File: config.mk
export PLATFORM = sky130hd
export DESIGN_NAME = cst_status_top
export DESIGN_NICKNAME = d
export VERILOG_FILES = /design/src/shared/cst_pkg.sv /design/src/shared/cst_alu_if.sv /design/src/verilog/cst_alu.sv /design/src/verilog/cst_bank_dec.sv /design/src/verilog/cst_status_top.sv
export VERILOG_INCLUDE_DIRS = /design/src /design/src/shared
export SDC_FILE = /design/constraint.sdc
export NUM_CORES = 1
export LEC_CHECK = 0
export ABC_CLOCK_PERIOD_IN_PS = 9500
export BUFFER_PORTS_ARGS = -buffer_cell sky130_fd_sc_hd__buf_2
export CELL_PAD_IN_SITES_DETAIL_PLACEMENT = 0
export CELL_PAD_IN_SITES_GLOBAL_PLACEMENT = 1
export CORE_MARGIN = 4
export CORE_UTILIZATION = 30
export DETAILED_ROUTE_END_ITERATION = 8
export GPL_ROUTABILITY_DRIVEN = 0
export PLACE_DENSITY = 0.7
export SLEW_MARGIN = 10
export SYNTH_ARGS = -nofsm -noshare
export SYNTH_HDL_FRONTEND = slang
export SYNTH_SLANG_ARGS = --single-unit
File: constraint.sdc
create_clock -name ref_clk_i -period 9.5 [get_ports ref_clk_i]
set_input_delay 0.95 -clock ref_clk_i [delete_from_list [all_inputs] [get_ports ref_clk_i]]
set_output_delay 0.95 -clock ref_clk_i [all_outputs]
set_load 0.05 [all_outputs]
File: src/shared/cst_consts.svh
// Purpose: offsets, field positions and reset values of the status block
// Assumes: included by bare name from design files
// Notes: definitions only
`ifndef CST_CONSTS_SVH
`define CST_CONSTS_SVH
`define CST_OFS_STATUS_B0 8'h03
`define CST_OFS_STATUS_B1 8'h83
`define CST_OFS_CAUSE 8'h8E
`define CST_APB_STATUS 12'h000
`define CST_APB_CAUSE 12'h004
`define CST_APB_OP 12'h008
`define CST_APB_ACC 12'h00C
`define CST_APB_DATA 12'h010
`define CST_APB_EVT 12'h014
`define CST_APB_BANK 12'h018
`define CST_BIT_C 0
`define CST_BIT_DC 1
`define CST_BIT_Z 2
`define CST_BIT_PD 3
`define CST_BIT_TO 4
`define CST_BIT_BSL 5
`define CST_BIT_BSH 6
`define CST_BIT_IRP 7
`define CST_BIT_BOR 0
`define CST_BIT_POR 1
`define CST_STATUS_POR 8'h18
`define CST_BANK_SPAN 9'h080
`define CST_EVT_WDTO 0
`define CST_EVT_WCLR 1
`define CST_EVT_SLEEP 2
`define CST_EVT_PORST 3
`define CST_EVT_BOR 4
`endif

File: src/shared/cst_pkg.sv
// Purpose: types shared by the status block files
// Assumes: nothing
// Notes: operation codes for the instruction port
package cst_pkg;
  typedef enum logic [3:0] {
    CST_OP_MOVE,
    CST_OP_CLEAR,
    CST_OP_ADD,
    CST_OP_SUB,
    CST_OP_AND,
    CST_OP_IOR,
    CST_OP_XOR,
    CST_OP_RRF,
    CST_OP_RLF,
    CST_OP_BCF,
    CST_OP_BSF,
    CST_OP_SWAP,
    CST_OP_INC,
    CST_OP_DEC,
    CST_OP_COMF
  } cst_op_type;
endpackage

File: src/shared/cst_alu_if.sv
// Purpose: carries an operation and its flag results between modules
// Assumes: combinational path only
// Notes: upd_* say which flags the operation affects
`timescale 1ns/1ps
interface cst_alu_if;
  import cst_pkg::*;
  cst_op_type op;
  logic [7:0] acc;
  logic [7:0] src;
  logic [7:0] bitsel;
  logic carry_in;
  logic [7:0] res;
  logic z;
  logic dc;
  logic c;
  logic upd_z;
  logic upd_dc;
  logic upd_c;
  modport core (output op, acc, src, bitsel, carry_in,
    input res, z, dc, c, upd_z, upd_dc, upd_c);
  modport alu (input op, acc, src, bitsel, carry_in,
    output res, z, dc, c, upd_z, upd_dc, upd_c);
endinterface

File: src/verilog/cst_alu.sv
// Purpose: operation result and zero, nibble carry, carry flags
// Assumes: purely combinational
// Notes: subtraction is an add of the two's complement
`timescale 1ns/1ps
module cst_alu
  import cst_pkg::*;
(
  cst_alu_if.alu a
);
  logic [4:0] lo_sum;
  logic [8:0] full_sum;
  logic [7:0] addend;
  logic add_like;
  logic carry_add;

  assign addend = (a.op == CST_OP_SUB) ? (~a.src) : a.src;
  assign carry_add = (a.op == CST_OP_SUB);
  assign add_like = (a.op == CST_OP_ADD) || (a.op == CST_OP_SUB);
  assign lo_sum = {1'b0, a.acc[3:0]} + {1'b0, addend[3:0]}
    + {4'h0, carry_add};
  assign full_sum = {1'b0, a.acc} + {1'b0, addend} + {8'h00, carry_add};

  // result selection per operation
  always_comb begin
    a.res = a.src;
    unique case (a.op)
      CST_OP_MOVE: a.res = a.acc;
      CST_OP_CLEAR: a.res = 8'h00;
      CST_OP_ADD, CST_OP_SUB: a.res = full_sum[7:0];
      CST_OP_AND: a.res = a.acc & a.src;
      CST_OP_IOR: a.res = a.acc | a.src;
      CST_OP_XOR: a.res = a.acc ^ a.src;
      CST_OP_RRF: a.res = {a.carry_in, a.src[7:1]};
      CST_OP_RLF: a.res = {a.src[6:0], a.carry_in};
      CST_OP_BCF: a.res = a.src & ~a.bitsel;
      CST_OP_BSF: a.res = a.src | a.bitsel;
      CST_OP_SWAP: a.res = {a.src[3:0], a.src[7:4]};
      CST_OP_INC: a.res = a.src + 8'h01;
      CST_OP_DEC: a.res = a.src - 8'h01;
      CST_OP_COMF: a.res = ~a.src;
    endcase
  end

  assign a.z = (a.res == 8'h00);
  assign a.dc = lo_sum[4];
  assign a.c = (a.op == CST_OP_RRF) ? a.src[0] :
    (a.op == CST_OP_RLF) ? a.src[7] : full_sum[8];
  // move, bit ops and swap leave every flag alone
  assign a.upd_z = !(a.op inside {CST_OP_MOVE, CST_OP_BCF, CST_OP_BSF,
    CST_OP_SWAP, CST_OP_RRF, CST_OP_RLF});
  assign a.upd_dc = add_like;
  assign a.upd_c = add_like || (a.op == CST_OP_RRF) || (a.op == CST_OP_RLF);
endmodule

File: src/verilog/cst_bank_dec.sv
// Purpose: bank select to direct data address
// Assumes: combinational
// Notes: 128 bytes per bank
`timescale 1ns/1ps
`include "cst_consts.svh"
module cst_bank_dec
(
  input wire logic [1:0] bank_i,
  input wire logic [6:0] offs_i,
  output logic [8:0] addr_o
);
  logic [8:0] base;
  assign base = (`CST_BANK_SPAN) * {7'h00, bank_i};
  assign addr_o = base + {2'h0, offs_i};
endmodule

File: src/verilog/cst_status_top.sv
// Purpose: processor status and reset-cause registers behind APB
// Assumes: one clock, synchronous active-high reset; the reset input
//   stands for the power-on reset, other resets arrive as event pulses
// Notes: an instruction is issued by writing the op register
// Functional notes
// - flag-affecting op on status: flag bits take the result, not data
// - time-out and power-down ignore instruction writes
// - clear on status zeros bits 7:5, keeps reset flags, sets zero
// - bank bits 6:5 pick a 128-byte direct-addressing bank
// - time-out set on power-up, watchdog clear, sleep; cleared by expiry
// - zero flag set on zero result, cleared on nonzero
// - nibble carry is carry out of bit 3, borrow inverted
// - carry is carry out of bit 7, one means no borrow
// - subtraction adds two's complement of second operand
// - rotates load carry with the bit shifted out
// - status reachable at data addresses 03h and 83h
// - any op may target status; open bits take the value
// - reset-cause register tells apart power-on, pin, watchdog, brown-out
// - brown-out flag unknown at power-up, set by software
// - brown-out flag meaningless with brown-out disabled
// - pin, brown-out, watchdog resets are non-power-up resets
// - unimplemented locations and bits read zero
//
// Decided for this implementation: the APB interface to the registers.
`timescale 1ns/1ps
`include "cst_consts.svh"
module cst_status_top
  import cst_pkg::*;
#(
  parameter int ADDR_W = 12
)
(
  input wire logic ref_clk_i,
  input wire logic sys_rst_i,
  input wire logic psel_i,
  input wire logic penable_i,
  input wire logic pwrite_i,
  input wire logic [ADDR_W-1:0] paddr_i,
  input wire logic [31:0] pwdata_i,
  input wire logic [3:0] pstrb_i,
  input wire logic brownout_enable_fuse_i,
  output logic pready_o,
  output logic pslverr_o,
  output logic [31:0] prdata_o,
  output logic [7:0] status_o,
  output logic [7:0] result_o,
  output logic [8:0] direct_addr_o
);
  // refuse a bus too narrow to reach the whole register map
  if (ADDR_W < 5) begin : g_addr_chk
    $error("cst_status_top: ADDR_W too small");
  end

  cst_alu_if alu_bus ();
  logic [7:0] status_q, status_d;
  logic [1:0] cause_q, cause_d;
  logic [7:0] acc_q, data_q, bank_q, result_q;
  logic [15:0] op_q;
  logic [8:0] daddr_q;
  logic [31:0] prdata_q;
  logic pready_q, pslverr_q;
  logic [8:0] daddr_w;

  // apb decode; access phase takes one wait state
  wire acc_phase = psel_i && penable_i && !pready_q;
  wire wr_en = acc_phase && pwrite_i && pstrb_i[0];
  wire [11:0] a12 = 12'(paddr_i);
  wire hit_stat = (a12 == `CST_APB_STATUS);
  wire hit_cause = (a12 == `CST_APB_CAUSE);
  wire hit_op = (a12 == `CST_APB_OP);
  wire hit_acc = (a12 == `CST_APB_ACC);
  wire hit_data = (a12 == `CST_APB_DATA);
  wire hit_evt = (a12 == `CST_APB_EVT);
  wire hit_bank = (a12 == `CST_APB_BANK);
  wire mapped = hit_stat | hit_cause | hit_op | hit_acc | hit_data |
    hit_evt | hit_bank;
  // op word: [3:0] op code, [11:4] file address, [14:12] bit, [15] dest
  wire issue = wr_en && hit_op;
  wire [7:0] f_addr = pwdata_i[11:4];
  wire to_file = pwdata_i[15];
  // both bank images map the same register
  wire tgt_stat = to_file && ((f_addr == `CST_OFS_STATUS_B0) ||
    (f_addr == `CST_OFS_STATUS_B1));
  wire tgt_cause = to_file && (f_addr == `CST_OFS_CAUSE);
  wire [3:0] op_raw = pwdata_i[3:0];
  wire op_ok = (op_raw <= 4'(CST_OP_COMF));
  wire [7:0] src_val = tgt_stat ? status_q :
    tgt_cause ? {6'h00, cause_q} : data_q;
  // event strobes written by the reset and power logic
  wire ev_wdto = wr_en && hit_evt && pwdata_i[`CST_EVT_WDTO];
  wire ev_wclr = (wr_en && hit_evt && pwdata_i[`CST_EVT_WCLR]);
  wire ev_sleep = (wr_en && hit_evt && pwdata_i[`CST_EVT_SLEEP]);
  wire ev_por = wr_en && hit_evt && pwdata_i[`CST_EVT_PORST];
  wire ev_bor = wr_en && hit_evt && pwdata_i[`CST_EVT_BOR];

  // operation presented to the alu
  assign alu_bus.op = op_ok ? cst_op_type'(op_raw) : CST_OP_MOVE;
  assign alu_bus.acc = acc_q;
  assign alu_bus.src = src_val;
  assign alu_bus.bitsel = 8'h01 << pwdata_i[14:12];
  assign alu_bus.carry_in = status_q[`CST_BIT_C];
  // set when the op updates any of zero, nibble carry or carry
  wire flag_op = alu_bus.upd_z | alu_bus.upd_dc | alu_bus.upd_c;

  cst_alu u_alu (
    .a(alu_bus)
  );

  cst_bank_dec u_bank (
    .bank_i(status_q[`CST_BIT_BSH:`CST_BIT_BSL]),
    .offs_i(bank_q[6:0]),
    .addr_o(daddr_w)
  );

  // status next value: data write, then flags, then reset logic
  always_comb begin
    status_d = status_q;
    if (issue && op_ok) begin
      // open bits take the written value
      if (tgt_stat) begin
        status_d[7:5] = alu_bus.res[7:5];
        // a flag-affecting op locks all three flag bits, so a
        // clear keeps both carries and only the zero flag moves
        if (!flag_op)
          status_d[2:0] = alu_bus.res[2:0];
        // time-out and power-down never written here
      end
      // clear of status sets zero via alu flag path
      if (alu_bus.upd_z) status_d[`CST_BIT_Z] = alu_bus.z;
      if (alu_bus.upd_dc) status_d[`CST_BIT_DC] = alu_bus.dc;
      if (alu_bus.upd_c) status_d[`CST_BIT_C] = alu_bus.c;
    end
    // direct software load of status is also a status-destined write
    if (wr_en && hit_stat) begin
      status_d[7:5] = pwdata_i[7:5];
      status_d[2:0] = pwdata_i[2:0];
    end
    if (ev_wclr || ev_sleep) status_d[`CST_BIT_TO] = 1'b1;
    if (ev_wdto) status_d[`CST_BIT_TO] = 1'b0;
    if (ev_wclr) status_d[`CST_BIT_PD] = 1'b1;
    if (ev_sleep) status_d[`CST_BIT_PD] = 1'b0;
    // non-power-up resets clear bits 7:5, IRP and both bank bits
    if (ev_wdto || ev_bor) status_d[7:5] = 3'h0;
  end

  // reset-cause next value
  always_comb begin
    cause_d = cause_q;
    // software sets flags by write or instruction
    if (wr_en && hit_cause) cause_d = cause_q | pwdata_i[1:0];
    if (issue && op_ok && tgt_cause) cause_d = alu_bus.res[1:0];
    // power-on and brown-out causes clear their flag
    if (ev_por) cause_d[`CST_BIT_POR] = 1'b0;
    // flag meaningless with the fuse off, left as is
    if (ev_bor && brownout_enable_fuse_i) cause_d[`CST_BIT_BOR] = 1'b0;
  end

  // unmapped and unimplemented bits read zero
  wire [7:0] rd_byte = hit_stat ? status_q :
    hit_cause ? {6'h00, cause_q} :
    hit_acc ? acc_q :
    hit_data ? data_q :
    hit_bank ? bank_q : 8'h00;
  wire [31:0] rd_word = hit_op ? {16'h0000, op_q} : {24'h000000, rd_byte};

  // architectural registers; power-on values under reset
  always_ff @(posedge ref_clk_i) begin
    if (sys_rst_i) begin
      status_q <= `CST_STATUS_POR;
      cause_q <= 2'h0;
    end else begin
      status_q <= status_d;
      cause_q <= cause_d;
    end
  end

  // operand, result and bank offset registers
  always_ff @(posedge ref_clk_i) begin
    if (sys_rst_i) begin
      acc_q <= 8'h00;
      data_q <= 8'h00;
      bank_q <= 8'h00;
      op_q <= 16'h0000;
      result_q <= 8'h00;
    end else begin
      if (wr_en && hit_acc) acc_q <= pwdata_i[7:0];
      if (wr_en && hit_bank) bank_q <= {1'b0, pwdata_i[6:0]};
      if (wr_en && hit_data) data_q <= pwdata_i[7:0];
      else if (issue && op_ok && to_file && !tgt_stat && !tgt_cause)
        data_q <= alu_bus.res;
      if (issue && op_ok && !to_file) acc_q <= alu_bus.res;
      if (issue) op_q <= pwdata_i[15:0];
      if (issue && op_ok) result_q <= alu_bus.res;
    end
  end

  // apb answer one cycle into access phase; reads registered
  always_ff @(posedge ref_clk_i) begin
    if (sys_rst_i) begin
      pready_q <= 1'b0;
      pslverr_q <= 1'b0;
      prdata_q <= 32'h0000_0000;
      daddr_q <= 9'h000;
    end else begin
      pready_q <= acc_phase;
      pslverr_q <= acc_phase && (!mapped ||
        (pwrite_i && hit_op && !op_ok));
      prdata_q <= (acc_phase && !pwrite_i) ? rd_word : 32'h0000_0000;
      daddr_q <= daddr_w;
    end
  end

  assign pready_o = pready_q;
  assign pslverr_o = pslverr_q;
  assign prdata_o = prdata_q;
  assign status_o = status_q;
  assign result_o = result_q;
  assign direct_addr_o = daddr_q;
endmodule
======== Yosys cells after proc, flatten, opt, wreduce, memory -nomap -nowiden ========
Cells that the tools add are included.
word-level totals
  register bits ........................... 100
  input bits .............................. 54
  output and inout port bits .............. 59
  logic and storage cells ................. 172
cells by class
  $add $sub $neg .......................... 7
  magnitude comparators ................... 1
  equality and inequality tests ........... 27
  shift-type cells ........................ 1
  multiplexer cells ....................... 33
  bitwise gates (word level) .............. 18
  reduce and logical (&&, ||, !) cells .... 67
operator list
  kind                   count
  $pmux W8 S14           1
  $mux W8                12
  $eq A12 B5 Y1 const B  3
  $logic_and A1 B1 Y1    29
  $eq A4 B4 Y1 const B   7
  $eq A12 B4 Y1 const B  2
  $mux W3                7
  $and A8 B8 Y8          2
  $eq A4 B3 Y1 const B   4
  $eq A8 B8 Y1 const B   2
  $not A8 Y8             2
  $or A8 B8 Y8           2
  $reduce_bool A2 Y1     7
  $eq A12 B3 Y1 const B  1
  $logic_not A12 Y1      1
  $reduce_or A2 Y1       5
  $add A8 B8 Y9          1
  $add A9 B1 Y9          1
  $add A9 B7 Y9          1
  $mux W1                9
  $reduce_and A3 Y1      3
  $add A8 B1 Y8 const B  1
  $eq A4 B2 Y1 const B   2
  $eq A8 B2 Y1 const B   1
  other kinds (23)       48

======== Depth between registers and ports, before layout ========
Gate-level depths: netlist (run 1).
  depth after elaboration ................. 14
  depth in mapped cells ................... 17
  depth with buffers taken out ............ 15

======== Hierarchy ========
From an unflattened synthesis (run 1), not the netlist that was laid out.
second synthesis, totals
  cells, all modules ...................... 772
  area, all modules ....................... 6,169.7 um2
by module, submodules not included
  module          times used  cells each  area each (um2)  seq. area each (um2)
  cst_status_top  1           456         4,071.4          1,681.6
  cst_alu         1           307         2,030.7          0.0
  cst_bank_dec    1           9           67.6             0.0

======== Least setup slack after synthesis (run 1) ========
Ideal clock, no wire load.
  kind .................................... input -> register
  from .................................... input port pwdata_i[8]
  to ...................................... register status_q[2] (netlist: status_o[2])
  setup time .............................. 0.096 ns
  arrival time ............................ 4.067 ns
  data required time ...................... 9.404 ns
  path slack .............................. 5.337 ns
  stages on the path ...................... 13
  path buffers ............................ 0
  cell sequence ........................... nor4b_4 > o211ai_4 > a32o_1 > or2_2 > fa_1 > a21o_1 > a21oi_1 > nor2b_1 > a31oi_1 > o211ai_1 > a211o_1 > a211o_1 > o41ai_2
between the ends
  word-level cells in the longest chain between the ends .. 14
  elaborated cells between the ends (all ways) .. 28
  those cells by class .................... add/sub: 4; eq/ne: 4; mux: 9; bitwise: 6; reduce/logical: 5
ends and longest elaborated chain
  item                                                              RTL line                                    RTL
  from (decl)                                                       cst_status_top.sv:39                        input wire logic [31:0] pwdata_i,
  $eq A8 B8 Y1 (no line) / $eq A8 B2 Y1 (equally long branches)     n/a
  $logic_and A1 B1 Y1 / $logic_or A1 B1 Y1 (equally long branches)  cst_status_top.sv:84, cst_status_top.sv:82
  $mux W8 / $logic_and A1 B1 Y1 (equally long branches)             cst_status_top.sv:88, cst_status_top.sv:82
  $mux W8                                                           cst_status_top.sv:87                        wire [7:0] src_val = tgt_stat ? status_q :
  $not A8 Y8                                                        cst_alu.sv:16, cst_alu.sv:40
  $mux W8                                                           cst_alu.sv:16                               assign addend = (a.op == CST_OP_SUB) ? (~a.src) : a.src;
  $add A8 B8 Y9                                                     cst_alu.sv:21                               assign full_sum = {1'b0, a.acc} + {1'b0, addend} + {8'h00, carry_add};
  $add A9 B1 Y9                                                     cst_alu.sv:21
  $pmux W8 S14                                                      cst_alu.sv:26                               unique case (a.op)
  $mux W3                                                           cst_status_top.sv:124                       if (!flag_op)
  $mux W3                                                           cst_status_top.sv:120                       if (tgt_stat) begin
  $mux W1                                                           cst_status_top.sv:129                       if (alu_bus.upd_z) status_d[`CST_BIT_Z] = alu_bus.z;
  $mux W3                                                           cst_status_top.sv:118                       if (issue && op_ok) begin
  $mux W3                                                           cst_status_top.sv:134                       if (wr_en && hit_stat) begin
  to (signal assigned)                                              cst_status_top.sv:169                       status_q <= `CST_STATUS_POR;
  to (signal assigned)                                              cst_status_top.sv:172                       status_q <= status_d;
  to (decl)                                                         cst_status_top.sv:55                        logic [7:0] status_q, status_d;
Parallel ways exist; a longest one is shown, timed or not. The select of a mux whose other input is x is not followed.
A chain may end at the register's enable or synchronous reset.

======== Final worst setup path (run 1) ========
Same ends and word-level chain as after synthesis.

==> impl_metrics.yaml, run 1 <==
run_status:
  run_status: "finished, final reports clean"
cells_and_area:
  drive_gt1_frac: 0.164
  syn2layout_area_growth_pct: 13.3
  diodes: 0
  final_nets: 878
  fillers: 2120
  layout.cells.non_filler: 1078
  design_area_mm2: 0.00668
placed_design:
  dpl_cell_area_mm2: 0.00640
  dp_hpwl_um: 15800
  portBuffers: 77
  place_inst: 1063
synth:
  async_flop_share: 0
  synth_top_flop_cell: "dfxtp_1"
  yosysSeqAreaShare: 0.285
  syn-instance-count: 765
  ys_warn_count: 0
  yosysUniqueCellTypes: 83
  yosys.area.top_type: "dfxtp_1"
  synth_edf_count: 0
  synth.top_cell.area_share: 0.285
  syn_avg_cell_area_um2: 7.71
  synth-seq-cells: 84
  synth_area_mm2: 0.00590
  synth_area_leaders: "dfxtp_1 (29%), nand2_1 (6.0%), a21oi_1 (5.9%)"
global_routing:
  grt_max_degree: 60
  grt_pass1_wl_um: 33800
  grt_pass1_vias: 5600
  grt.met3_usage: 0.0390
  use_met2: 0.304
  use_met1: 0.278
  antenna_found_initial: 0
  track_usage: 0.195
  overflow: 0
  grt-busiest-layer: "met2"
detailed_routing:
  ant_nets: 0
  drt-pass1-iter-count: 5
  drc: 0
  post_drt_wl_per_cell_um: 20.5
  vias: 6150
  vias_per_cell: 5.71
  first_iter_violations: 699
  routed_wl_um: 22200
job:
  cap_violations: 0
worst_setup_path:
  critPathRequiredTime_ps: 9740
  critPathKind: "input pin to flop"
  crit_chain: "buf_2 -> nor4b_4 -> o211ai_4 -> a22o_2 -> inv_2 -> xnor2_1 -> fa_1 -> a21o_1 -> a21oi_1 -> xor2_1 -> nor2_1 -> a221oi_1 -> a41oi_1 -> a211o_1 -> o41ai_2"
  crit_path_end_kind: "flop"
  crit_arrival_ps: 5090
  cp_max_fo: 17
  cp-start-kind: "input pin"
  crit_path_top_delay_cell: "nor4b_4"
  slowest_delay_ps: 590
timing:
  slew_headroom: 0.113
  max_freq_mhz: 206
  rsz0062_at_grt: "false"
  post-route-period-util: 0.510
  final_hold_viol_count: 0
  fin_skew_ps: 9.84
  final_max_slew_viol_count: 0
  tightest_slew_ps: 1320
  fin_crit_ps: 4850
  tns_ps: 0
  setup_viol: 0
  fin_hold_ws_ps: 449
power_and_ir_drop:
  irDropWorstVdd_uv: 82.6
  cellPowerDensity_mw_per_mm2: 120
  power_leakage_uw: 0.00258
floorplan:
  io_pins: 113
  die_h_um: 148
  design.core.area_mm2: 0.0194
  die_w_um: 148
  row_count: 51
  start_util: 0.304
  die_area_mm2: 0.0220
cts:
  hold_buffers: 0
  path_clk_slew_ps: 60
  clk_latency_ps: 340
  clockRootBuffer: "clkbuf_16"
  numCtsBuffers: 9
  cts_sinks: 84
  ctsResizeCount: 0
  cts_buffer_depth: 2
  cts_tree: "built"
  post_cts_buffers: 0
  h-tree-depth: 3
min_path:
  hp-class: "flop to flop"
-- power breakdown --
part | internal, uW | switching [uW] | total [uW]
Combinational | 27.9 | 79.9 | 108
Sequential | 353 | 0.0949 | 353
Clock | 201 | 138 | 339
-- cell type report --
class,count,area [um^2],area share
repair buffers,89,475,0.0712
well taps,265,332,0.0496
inverters,14,52.6,0.00787
multi-input cells,611,3860,0.577
clock inverters,5,53.8,0.00805
clock buffers,10,229,0.0343
flip-flops and latches,84,1680,0.252
-- per-layer routing --
layer,share of wire,up-vias
met4,0.021,0
met1,0.45,2956
met5,0,-
met3,0.084,31
met2,0.44,294
li1,-,2869
-- final timing paths --
kind | cells past startpoint | end | startpoint | slack (ps)
max | 15 | status_o[2] | pwdata_i[8] | 4650
min | 2 | op_q[13] | op_q[13] | 450
max reg2reg | 12 | status_o[2] | status_o[0] | 5710
min reg2reg | 2 | op_q[13] | op_q[13] | 450
-- critical path, delay by kind of cell --
family | cells | cell delay [ps]
compound gates | 8 | 2440
simple gates | 2 | 650
fa+ha+maj | 1 | 460
xor+xnor | 2 | 300
buf+inv | 2 | 290
-- cell usage after synthesis, types with 10 or more instances --
| cell type | instances |
|---|---|
| nand3_1 | 28 |
| inv_1 | 12 |
| a221oi_1 | 10 |
| clkbuf_1 | 39 |
| a22oi_1 | 31 |
| a211oi_1 | 14 |
| nor2b_1 | 17 |
| ha_1 | 13 |
| a21oi_1 | 70 |
| xnor2_1 | 16 |
| nand2b_1 | 15 |
| nor3_1 | 23 |
| nand2_1 | 95 |
| buf_4 | 17 |
| o21ai_0 | 29 |
| nor2_1 | 61 |
| and2_1 | 14 |
| dfxtp_1 | 84 |
-- cells in the final DEF (no fill, tap or decap), drive strengths merged, types with 5 or more instances in the layout --
cell    netlist  routed
ha           13      13
a211oi       15      15
nor2b        17      17
a21oi        71      71
or2           5       5
a31oi         7       7
conb          1      16
a22o          9       9
a221oi       10      10
xnor2        16      16
and3          9       9
a222oi        7       7
o22ai         9       9
a22oi        31      31
dfxtp        84      84
nand4         6       6
mux2i         9       9
nand2        95      95
o211ai        9       9
clkbuf       39      10
o21ai        31      31
xor2          6       6
o221ai        5       5
mux2          6       6
nor4          5       5
nand3        29      29
inv          14      14
buf          32      89
nor3         23      23
nand2b       15      15
a21o          7       7
nor2         61      61
and2         14      14
-- state kept, by name, summed over array words and instances (netlist names), 2 cells and up --
name and count:
acc_q 8, bank_q 7, cause_q 2, data_q 8, direct_addr_o 9, op_q 16
prdata_o 16, result_o 8, status_o 8
-- per-stage QoR --
stage | utilization | power (uW) | setup slack (ps)
finish | 0.344 | 800 | 4650
global placement | 0.330 | 466 | 4370
floorplan | - | 437 | 5340
CTS | 0.344 | 805 | 4770
detailed placement | 0.330 | 466 | 4420
global route | 0.344 | 829 | 4470
-- cells by family (layout without fill, tap and decap cells) --
kind of cell / after synthesis / after routing / synth area share
mux: 15 / 15 / 0.0267
compound gates: 243 / 243 / 0.295
simple gates: 299 / 299 / 0.252
xor+xnor: 22 / 22 / 0.0327
flops: 84 / 84 / 0.285
other cells: 1 / 16 / 0.000636
buf+inv: 85 / 118 / 0.0713
fa+ha+maj: 16 / 16 / 0.0361
(Power assumes the default switching activity.)
==> run 2, diff against run 1 <==
--- a/config.mk
+++ b/config.mk
@@ -6,7 +6,8 @@
 export SDC_FILE = /design/constraint.sdc
 export NUM_CORES = 1
 export LEC_CHECK = 0
-export ABC_CLOCK_PERIOD_IN_PS = 9500
+export ABC_AREA = 1
+export ABC_CLOCK_PERIOD_IN_PS = 4400
 export BUFFER_PORTS_ARGS = -buffer_cell sky130_fd_sc_hd__buf_2
 export CELL_PAD_IN_SITES_DETAIL_PLACEMENT = 0
 export CELL_PAD_IN_SITES_GLOBAL_PLACEMENT = 1
@@ -14,7 +15,7 @@
 export CORE_UTILIZATION = 30
 export DETAILED_ROUTE_END_ITERATION = 8
 export GPL_ROUTABILITY_DRIVEN = 0
-export PLACE_DENSITY = 0.7
+export PLACE_DENSITY = 0.75
 export SLEW_MARGIN = 10
 export SYNTH_ARGS = -nofsm -noshare
 export SYNTH_HDL_FRONTEND = slang
==> constraint.sdc (replaced) <==
create_clock -name ref_clk_i -period 4.4 [get_ports ref_clk_i]
set_input_delay 0.44 -clock ref_clk_i [delete_from_list [all_inputs] [get_ports ref_clk_i]]
set_output_delay 0.44 -clock ref_clk_i [all_outputs]
set_load 0.05 [all_outputs]
==> run 2 against run 1 <==
  * Largest power group is now clock
  * Sequential power increased by 120%
  * Synthesized cell count is 18% higher
  * Combinational power is 79% higher
  * Critical path depth is 7 higher
  * Register-to-register slack lost 4600 ps
  * Routed wire length down 2.8%
  * Area after synthesis down 2.0%
  * Via count rose by 2.3%
==> impl_metrics.yaml, run 2 <==
timing:
  setup_viol: 0
  fin_skew_ps: 5.10
  post-route-period-util: 0.841
  tightest_slew_ps: 816
  rsz0062_at_grt: "false"
  max_freq_mhz: 270
  fin_crit_ps: 3700
  slew_headroom: 0.454
  final_max_slew_viol_count: 0
  tns_ps: 0
  final_hold_viol_count: 0
cells_and_area:
  final_nets: 1048
  layout_commonest_cell: "nand2_1"
  fillers: 2058
  syn2layout_area_growth_pct: 16.9
  drive_gt1_frac: 0.144
  diodes: 0
  most-common-layout-cells: "nand2_1 (196), inv_1 (119), nor2_1 (87)"
worst_setup_path:
  r2r-start: "status_o[0]"
  slowest_delay_ps: 310
  rrSetupSlack_ps: 1120
  cp_max_fo: 11
  cp-start-kind: "input pin"
  crit_arrival_ps: 3980
  crit_chain: "buf_2 -> nand2_1 -> nor2_2 -> nand2_1 -> inv_2 -> nand2_1 -> nand2_2 -> xor2_1 -> ha_1 -> a21oi_1 -> nand2_1 -> or2_2 -> nand3_1 -> nand3_1 -> nand3b_1 -> nor2_1 -> nand2_1 -> a21oi_1 -> nand2_1 -> nor2_1 -> nand2_1 -> a21oi_1"
  crit_path_top_delay_cell: "ha_1"
  critPathRequiredTime_ps: 4680
  cp_common_cell: "nand2_1"
  critPathKind: "input pin to flop"
  crit_path_end_kind: "flop"
  regToRegEndpoint: "status_o[2]"
  r2r_cells: 19
cts:
  path_clk_slew_ps: 60
  ctsResizeCount: 0
  h-tree-depth: 3
  cts_tree: "built"
  clk_latency_ps: 340
  numCtsBuffers: 9
  cts_sinks: 84
  clockRootBuffer: "clkbuf_16"
  cts_buffer_depth: 2
  hold_buffers: 0
  post_cts_buffers: 0
job:
  cap_violations: 0
detailed_routing:
  post_drt_wl_per_cell_um: 17.3
  vias: 6290
  drt-pass1-iter-count: 6
  first_iter_violations: 727
  drc: 0
  vias_per_cell: 5.06
  routed_wl_um: 21500
  ant_nets: 0
min_path:
  hold_start: "pwdata_i[8]"
  hold_end: "op_q[8]"
  hp-class: "input pin to flop"
  hold_depth: 3
synth:
  synth_top_flop_cell: "dfxtp_1"
  syn-instance-count: 902
  ys_warn_count: 0
  yosysSeqAreaShare: 0.291
  yosysUniqueCellTypes: 47
  synth_edf_count: 0
  yosys.area.top_type: "dfxtp_1"
  syn_avg_cell_area_um2: 6.41
  synth_area_leaders: "dfxtp_1 (29%), nand2_1 (13%), inv_1 (7.7%)"
  synth.top_cell.area_share: 0.291
  synth_most_common_cell: "nand2_1"
  synth-seq-cells: 84
  async_flop_share: 0
  synth.top_cells.by_count: "nand2_1 (196), inv_1 (119), nor2_1 (87), dfxtp_1 (84), a21oi_1 (75)"
  synth_area_mm2: 0.00578
global_routing:
  grt_pass1_wl_um: 33100
  overflow: 0
  track_usage: 0.195
  antenna_found_initial: 0
  grt_pass1_vias: 5755
  grt_max_degree: 43
power_and_ir_drop:
  power_leakage_uw: 0.00316
  irDropWorstVdd_uv: 177
  cellPowerDensity_mw_per_mm2: 270
  total_power_uw: 1820
floorplan:
  die_area_mm2: 0.0215
  start_util: 0.307
  design.core.area_mm2: 0.0188
  row_count: 50
  io_pins: 113
  die_h_um: 147
  die_w_um: 147
placed_design:
  dp_hpwl_um: 16700
  portBuffers: 77
run_status:
  run_status: "finished, final reports clean"
run 2: cells by family (layout without fill, tap and decap cells):
| kind of cell | count (synthesis) | count (layout) | synth area share |
|---|---|---|---|
| other | 1 | 16 | 0.000649 |
| XOR/XNOR | 8 | 8 | 0.0121 |
| AO/OA/AOI/OAI | 206 | 206 | 0.213 |
| flip-flops | 84 | 84 | 0.291 |
| AND/OR/NAND/NOR | 416 | 416 | 0.322 |
| buffers and inverters | 172 | 238 | 0.127 |
| adder cells (fa/ha/maj) | 15 | 15 | 0.0351 |
run 2: area by class of cell:
cell class,instances,area (um^2),area share
Clock buffer,11,243,0.0359
Clock inverter,4,97.6,0.0145
Inverter,132,495,0.0734
Multi-Input combinational cell,661,3420,0.506
Sequential cell,84,1680,0.249
Tap cell,260,325,0.0482
Timing Repair Buffer,91,490,0.0726
run 2: worst max path at each step:
stage	from	end	slack [ps]	cells after the start
6_report	pwdata_i[5]	status_o[2]	700	22
5_1_grt	pwdata_i[5]	status_o[2]	330	22
4_1_cts	pwdata_i[5]	status_o[2]	800	22
3_5_place_dp	pwdata_i[5]	status_o[2]	470	22
3_3_place_gp	pwdata_i[6]	status_o[2]	470	24
2_1_floorplan	pwdata_i[4]	status_o[2]	1210	22
run 2: layer usage:
| layer | vias to the layer above | wire [um] | global-route usage |
|---|---|---|---|
| li1 | 3138 | - | - |
| met1 | 2826 | 9770 | 0.279 |
| met2 | 297 | 9290 | 0.301 |
| met3 | 29 | 2060 | 0.0438 |
| met4 | 0 | 409 | 0.0442 |
| met5 | - | 0 | 0 |
run 2: critical path, delay by kind of cell:
kind | cells | cell delay (ps)
buffers and inverters | 2 | 460
adder cells (fa/ha/maj) | 1 | 310
XOR/XNOR | 1 | 190
AND/OR/NAND/NOR | 15 | 2060
AO/OA/AOI/OAI | 3 | 510
run 2: power by group:
part	internal [uW]	leakage, uW	total (uW)	switching (uW)
sequential	761	0.000677	761	0.312
combinational	45.5	0.00232	193	147
clock	567	0.000162	870	302
run 2: metrics by stage:
stage | cells | hold slack (ps) | area (um^2) | utilization | worst slack, ps
after CTS | 1243 | 374 | 6750 | 0.359 | 804
after detailed placement | 1228 | 416 | 6410 | 0.341 | 467
after floorplan | 917 | 405 | 5830 | - | 1210
final | 1243 | 390 | 6750 | 0.359 | 698
after global routing | 1243 | 390 | 6750 | 0.359 | 334
after global placement | 1228 | 413 | 6410 | 0.341 | 473
==> run 3, diff against run 2 <==
--- a/config.mk
+++ b/config.mk
@@ -6,8 +6,8 @@
 export SDC_FILE = /design/constraint.sdc
 export NUM_CORES = 1
 export LEC_CHECK = 0
-export ABC_AREA = 1
-export ABC_CLOCK_PERIOD_IN_PS = 4400
+export ABC_AREA = 0
+export ABC_CLOCK_PERIOD_IN_PS = 3200
 export BUFFER_PORTS_ARGS = -buffer_cell sky130_fd_sc_hd__buf_2
 export CELL_PAD_IN_SITES_DETAIL_PLACEMENT = 0
 export CELL_PAD_IN_SITES_GLOBAL_PLACEMENT = 1
@@ -15,7 +15,7 @@
 export CORE_UTILIZATION = 30
 export DETAILED_ROUTE_END_ITERATION = 8
 export GPL_ROUTABILITY_DRIVEN = 0
-export PLACE_DENSITY = 0.75
+export PLACE_DENSITY = 0.73
 export SLEW_MARGIN = 10
 export SYNTH_ARGS = -nofsm -noshare
 export SYNTH_HDL_FRONTEND = slang
==> constraint.sdc (replaced) <==
create_clock -name ref_clk_i -period 3.2 [get_ports ref_clk_i]
set_input_delay 0.32 -clock ref_clk_i [delete_from_list [all_inputs] [get_ports ref_clk_i]]
set_output_delay 0.32 -clock ref_clk_i [all_outputs]
set_load 0.05 [all_outputs]
==> run 3 against run 2 <==
  * The run now ends with negative setup slack left
  * Cell count shrank 1.0%
  * Hold slack worse by 150 ps
  * Via count up 9.8%
  * Design area is 20% higher
  * Sequential share of layout area down 4.2 points
  * Clock power increased by 26%
  * Clock skew increased by 7.0 ps
  * Global-route usage increased by 2.0 points
  * Sequential power up 38%
  * Worst setup slack worse by 780 ps
  * Clock-buffer cell count shrank 2
  * Critical path type unchanged
  * Largest power group unchanged
  * Highest routed layer unchanged
==> impl_metrics.yaml, run 3 (synthesized netlist as in run 1, its figures left out) <==
run_status:
  run_status: "finished with violations"
  violations: "negative setup slack"
floorplan:
  row_count: 51
  die_w_um: 148
  design.core.area_mm2: 0.0194
  start_util: 0.304
  die_area_mm2: 0.0220
  io_pins: 113
  die_h_um: 148
global_routing:
  antenna_found_initial: 0
  overflow: 0
  track_usage: 0.216
  grt_pass1_vias: 6416
  grt_max_degree: 59
  grt_pass1_wl_um: 37200
timing:
  final_hold_viol_count: 0
  max_freq_mhz: 305
  fin_hold_ws_ps: 239
  final_max_slew_viol_count: 0
  setup_viol: 2
  post-route-period-util: 1.02
  layout_setup_ws_ps: -77.6
  fin_skew_ps: 12.1
  tns_ps: -101
  rsz0062_at_grt: "true"
  tightest_slew_ps: 778
  slew_headroom: 0.477
  fin_crit_ps: 3280
cts:
  clockRootBuffer: "clkbuf_16"
  path_clk_slew_ps: 70
  numCtsBuffers: 9
  cts_sinks: 84
  cts_tree: "built"
  clk_latency_ps: 340
  hold_buffers: 0
  h-tree-depth: 3
  cts_buffer_depth: 2
min_path:
  hold_start: "pwdata_i[8]"
  hold_depth: 3
  hold_end: "op_q[8]"
  hp-class: "input pin to flop"
cells_and_area:
  most-common-layout-cells: "buf_4 (151), nand2_1 (92), dfxtp_1 (84)"
  fillers: 1998
  layout.cells.non_filler: 1230
  layout_commonest_cell: "buf_4"
  syn2layout_area_growth_pct: 37.5
  diodes: 0
  drive_gt1_frac: 0.333
  final_nets: 1030
detailed_routing:
  vias: 6908
  drt-pass1-iter-count: 6
  ant_nets: 0
  drc: 0
  routed_wl_um: 24900
  vias_per_cell: 5.62
  first_iter_violations: 985
  post_drt_wl_per_cell_um: 20.2
placed_design:
  dp_hpwl_um: 18500
  place_inst: 1201
  portBuffers: 77
worst_setup_path:
  critPathRequiredTime_ps: 3450
  regToRegEndpoint: "status_o[2]"
  rrSetupSlack_ps: 10
  crit_arrival_ps: 3520
  critPathKind: "input pin to flop"
  r2r_cells: 12
  r2r-start: "cause_q[0]"
  cp-start-kind: "input pin"
  crit_path_end_kind: "flop"
  cp_max_fo: 5
power_and_ir_drop:
  irDropWorstVdd_uv: 302
  cellPowerDensity_mw_per_mm2: 315
  power_leakage_uw: 0.00340
job:
  cap_violations: 0
==> run 3: changes by cell type in the layout (fill, tap and decap cells not counted), sizes merged, moves of 16 or more <==
cell / change
a22oi: +28
buf: +150
inv: -110
nand2: -110
nand3: -48
nor2: -32
nor2b: +17
o21ai: -31
xnor2: +16
==> run 3: timing repair <==
action,CTS,global route
setup endpoints to repair,8,18
pin swaps,15,18
gates resized for setup,16,39
buffers inserted,5,10
==> run 3: layer usage <==
layer	vias to the layer above	global-route usage	part of all wire
li1	3180	-	-
met1	3290	0.301	0.43
met2	375	0.331	0.44
met3	63	0.0448	0.10
met4	0	0.0758	0.037
met5	-	0	0
==> run 3: worst max-delay path by stage <==
stage          slack, ps          from     endpoint
2_1_floorplan       -150  pwdata_i[10]  status_o[2]
3_3_place_gp        -520  pwdata_i[10]  status_o[2]
3_5_place_dp        -520  pwdata_i[10]  status_o[0]
4_1_cts             0.07   pwdata_i[4]  status_o[2]
5_1_grt             -220   pwdata_i[8]  status_o[0]
6_report             -80   pwdata_i[8]  status_o[2]
==> run 3: worst max-delay path: stages <==
cell,delay [ps]
buf_8,100
nor4b_4,270
buf_6,170
o211ai_4,120
a32o_2,280
or2_4,250
fa_2,370
a21o_1,220
a21oi_4,210
xor2_1,230
nor2_1,100
a221oi_2,210
a41oi_2,190
a211o_1,280
o41ai_2,190
==> run 3: area by class of cell <==
| type | instances | area [um^2] | share of cell area |
|---|---|---|---|
| well taps | 265 | 332 | 0.0409 |
| repair buffers | 241 | 1680 | 0.207 |
| clock buffers | 9 | 225 | 0.0278 |
| multi-input cells | 611 | 4050 | 0.499 |
| inverters | 14 | 52.6 | 0.00648 |
| flip-flops and latches | 84 | 1680 | 0.207 |
| clock inverters | 6 | 88.8 | 0.0110 |
==> run 3: per-stage QoR <==
| step | area, um^2 | util | setup WS (ps) | power, uW |
|---|---|---|---|---|
| detailed placement | 7470 | 0.385 | -518 | 1450 |
| finish | 8110 | 0.418 | -77.6 | 2560 |
| floorplan | 6000 | - | -153 | 1300 |
| CTS | 7890 | 0.407 | 0.0657 | 2550 |
| global placement | 7470 | 0.385 | -524 | 1450 |
| global route | 8110 | 0.418 | -218 | 2640 |
==> run 3: report_power, final <==
group | internal, uW | total [uW] | switching (uW) | leakage [uW]
sequential | 1050 | 1050 | 0.280 | 0.000677
combinational | 143 | 406 | 263 | 0.00258
clock | 680 | 1100 | 423 | 0.000148
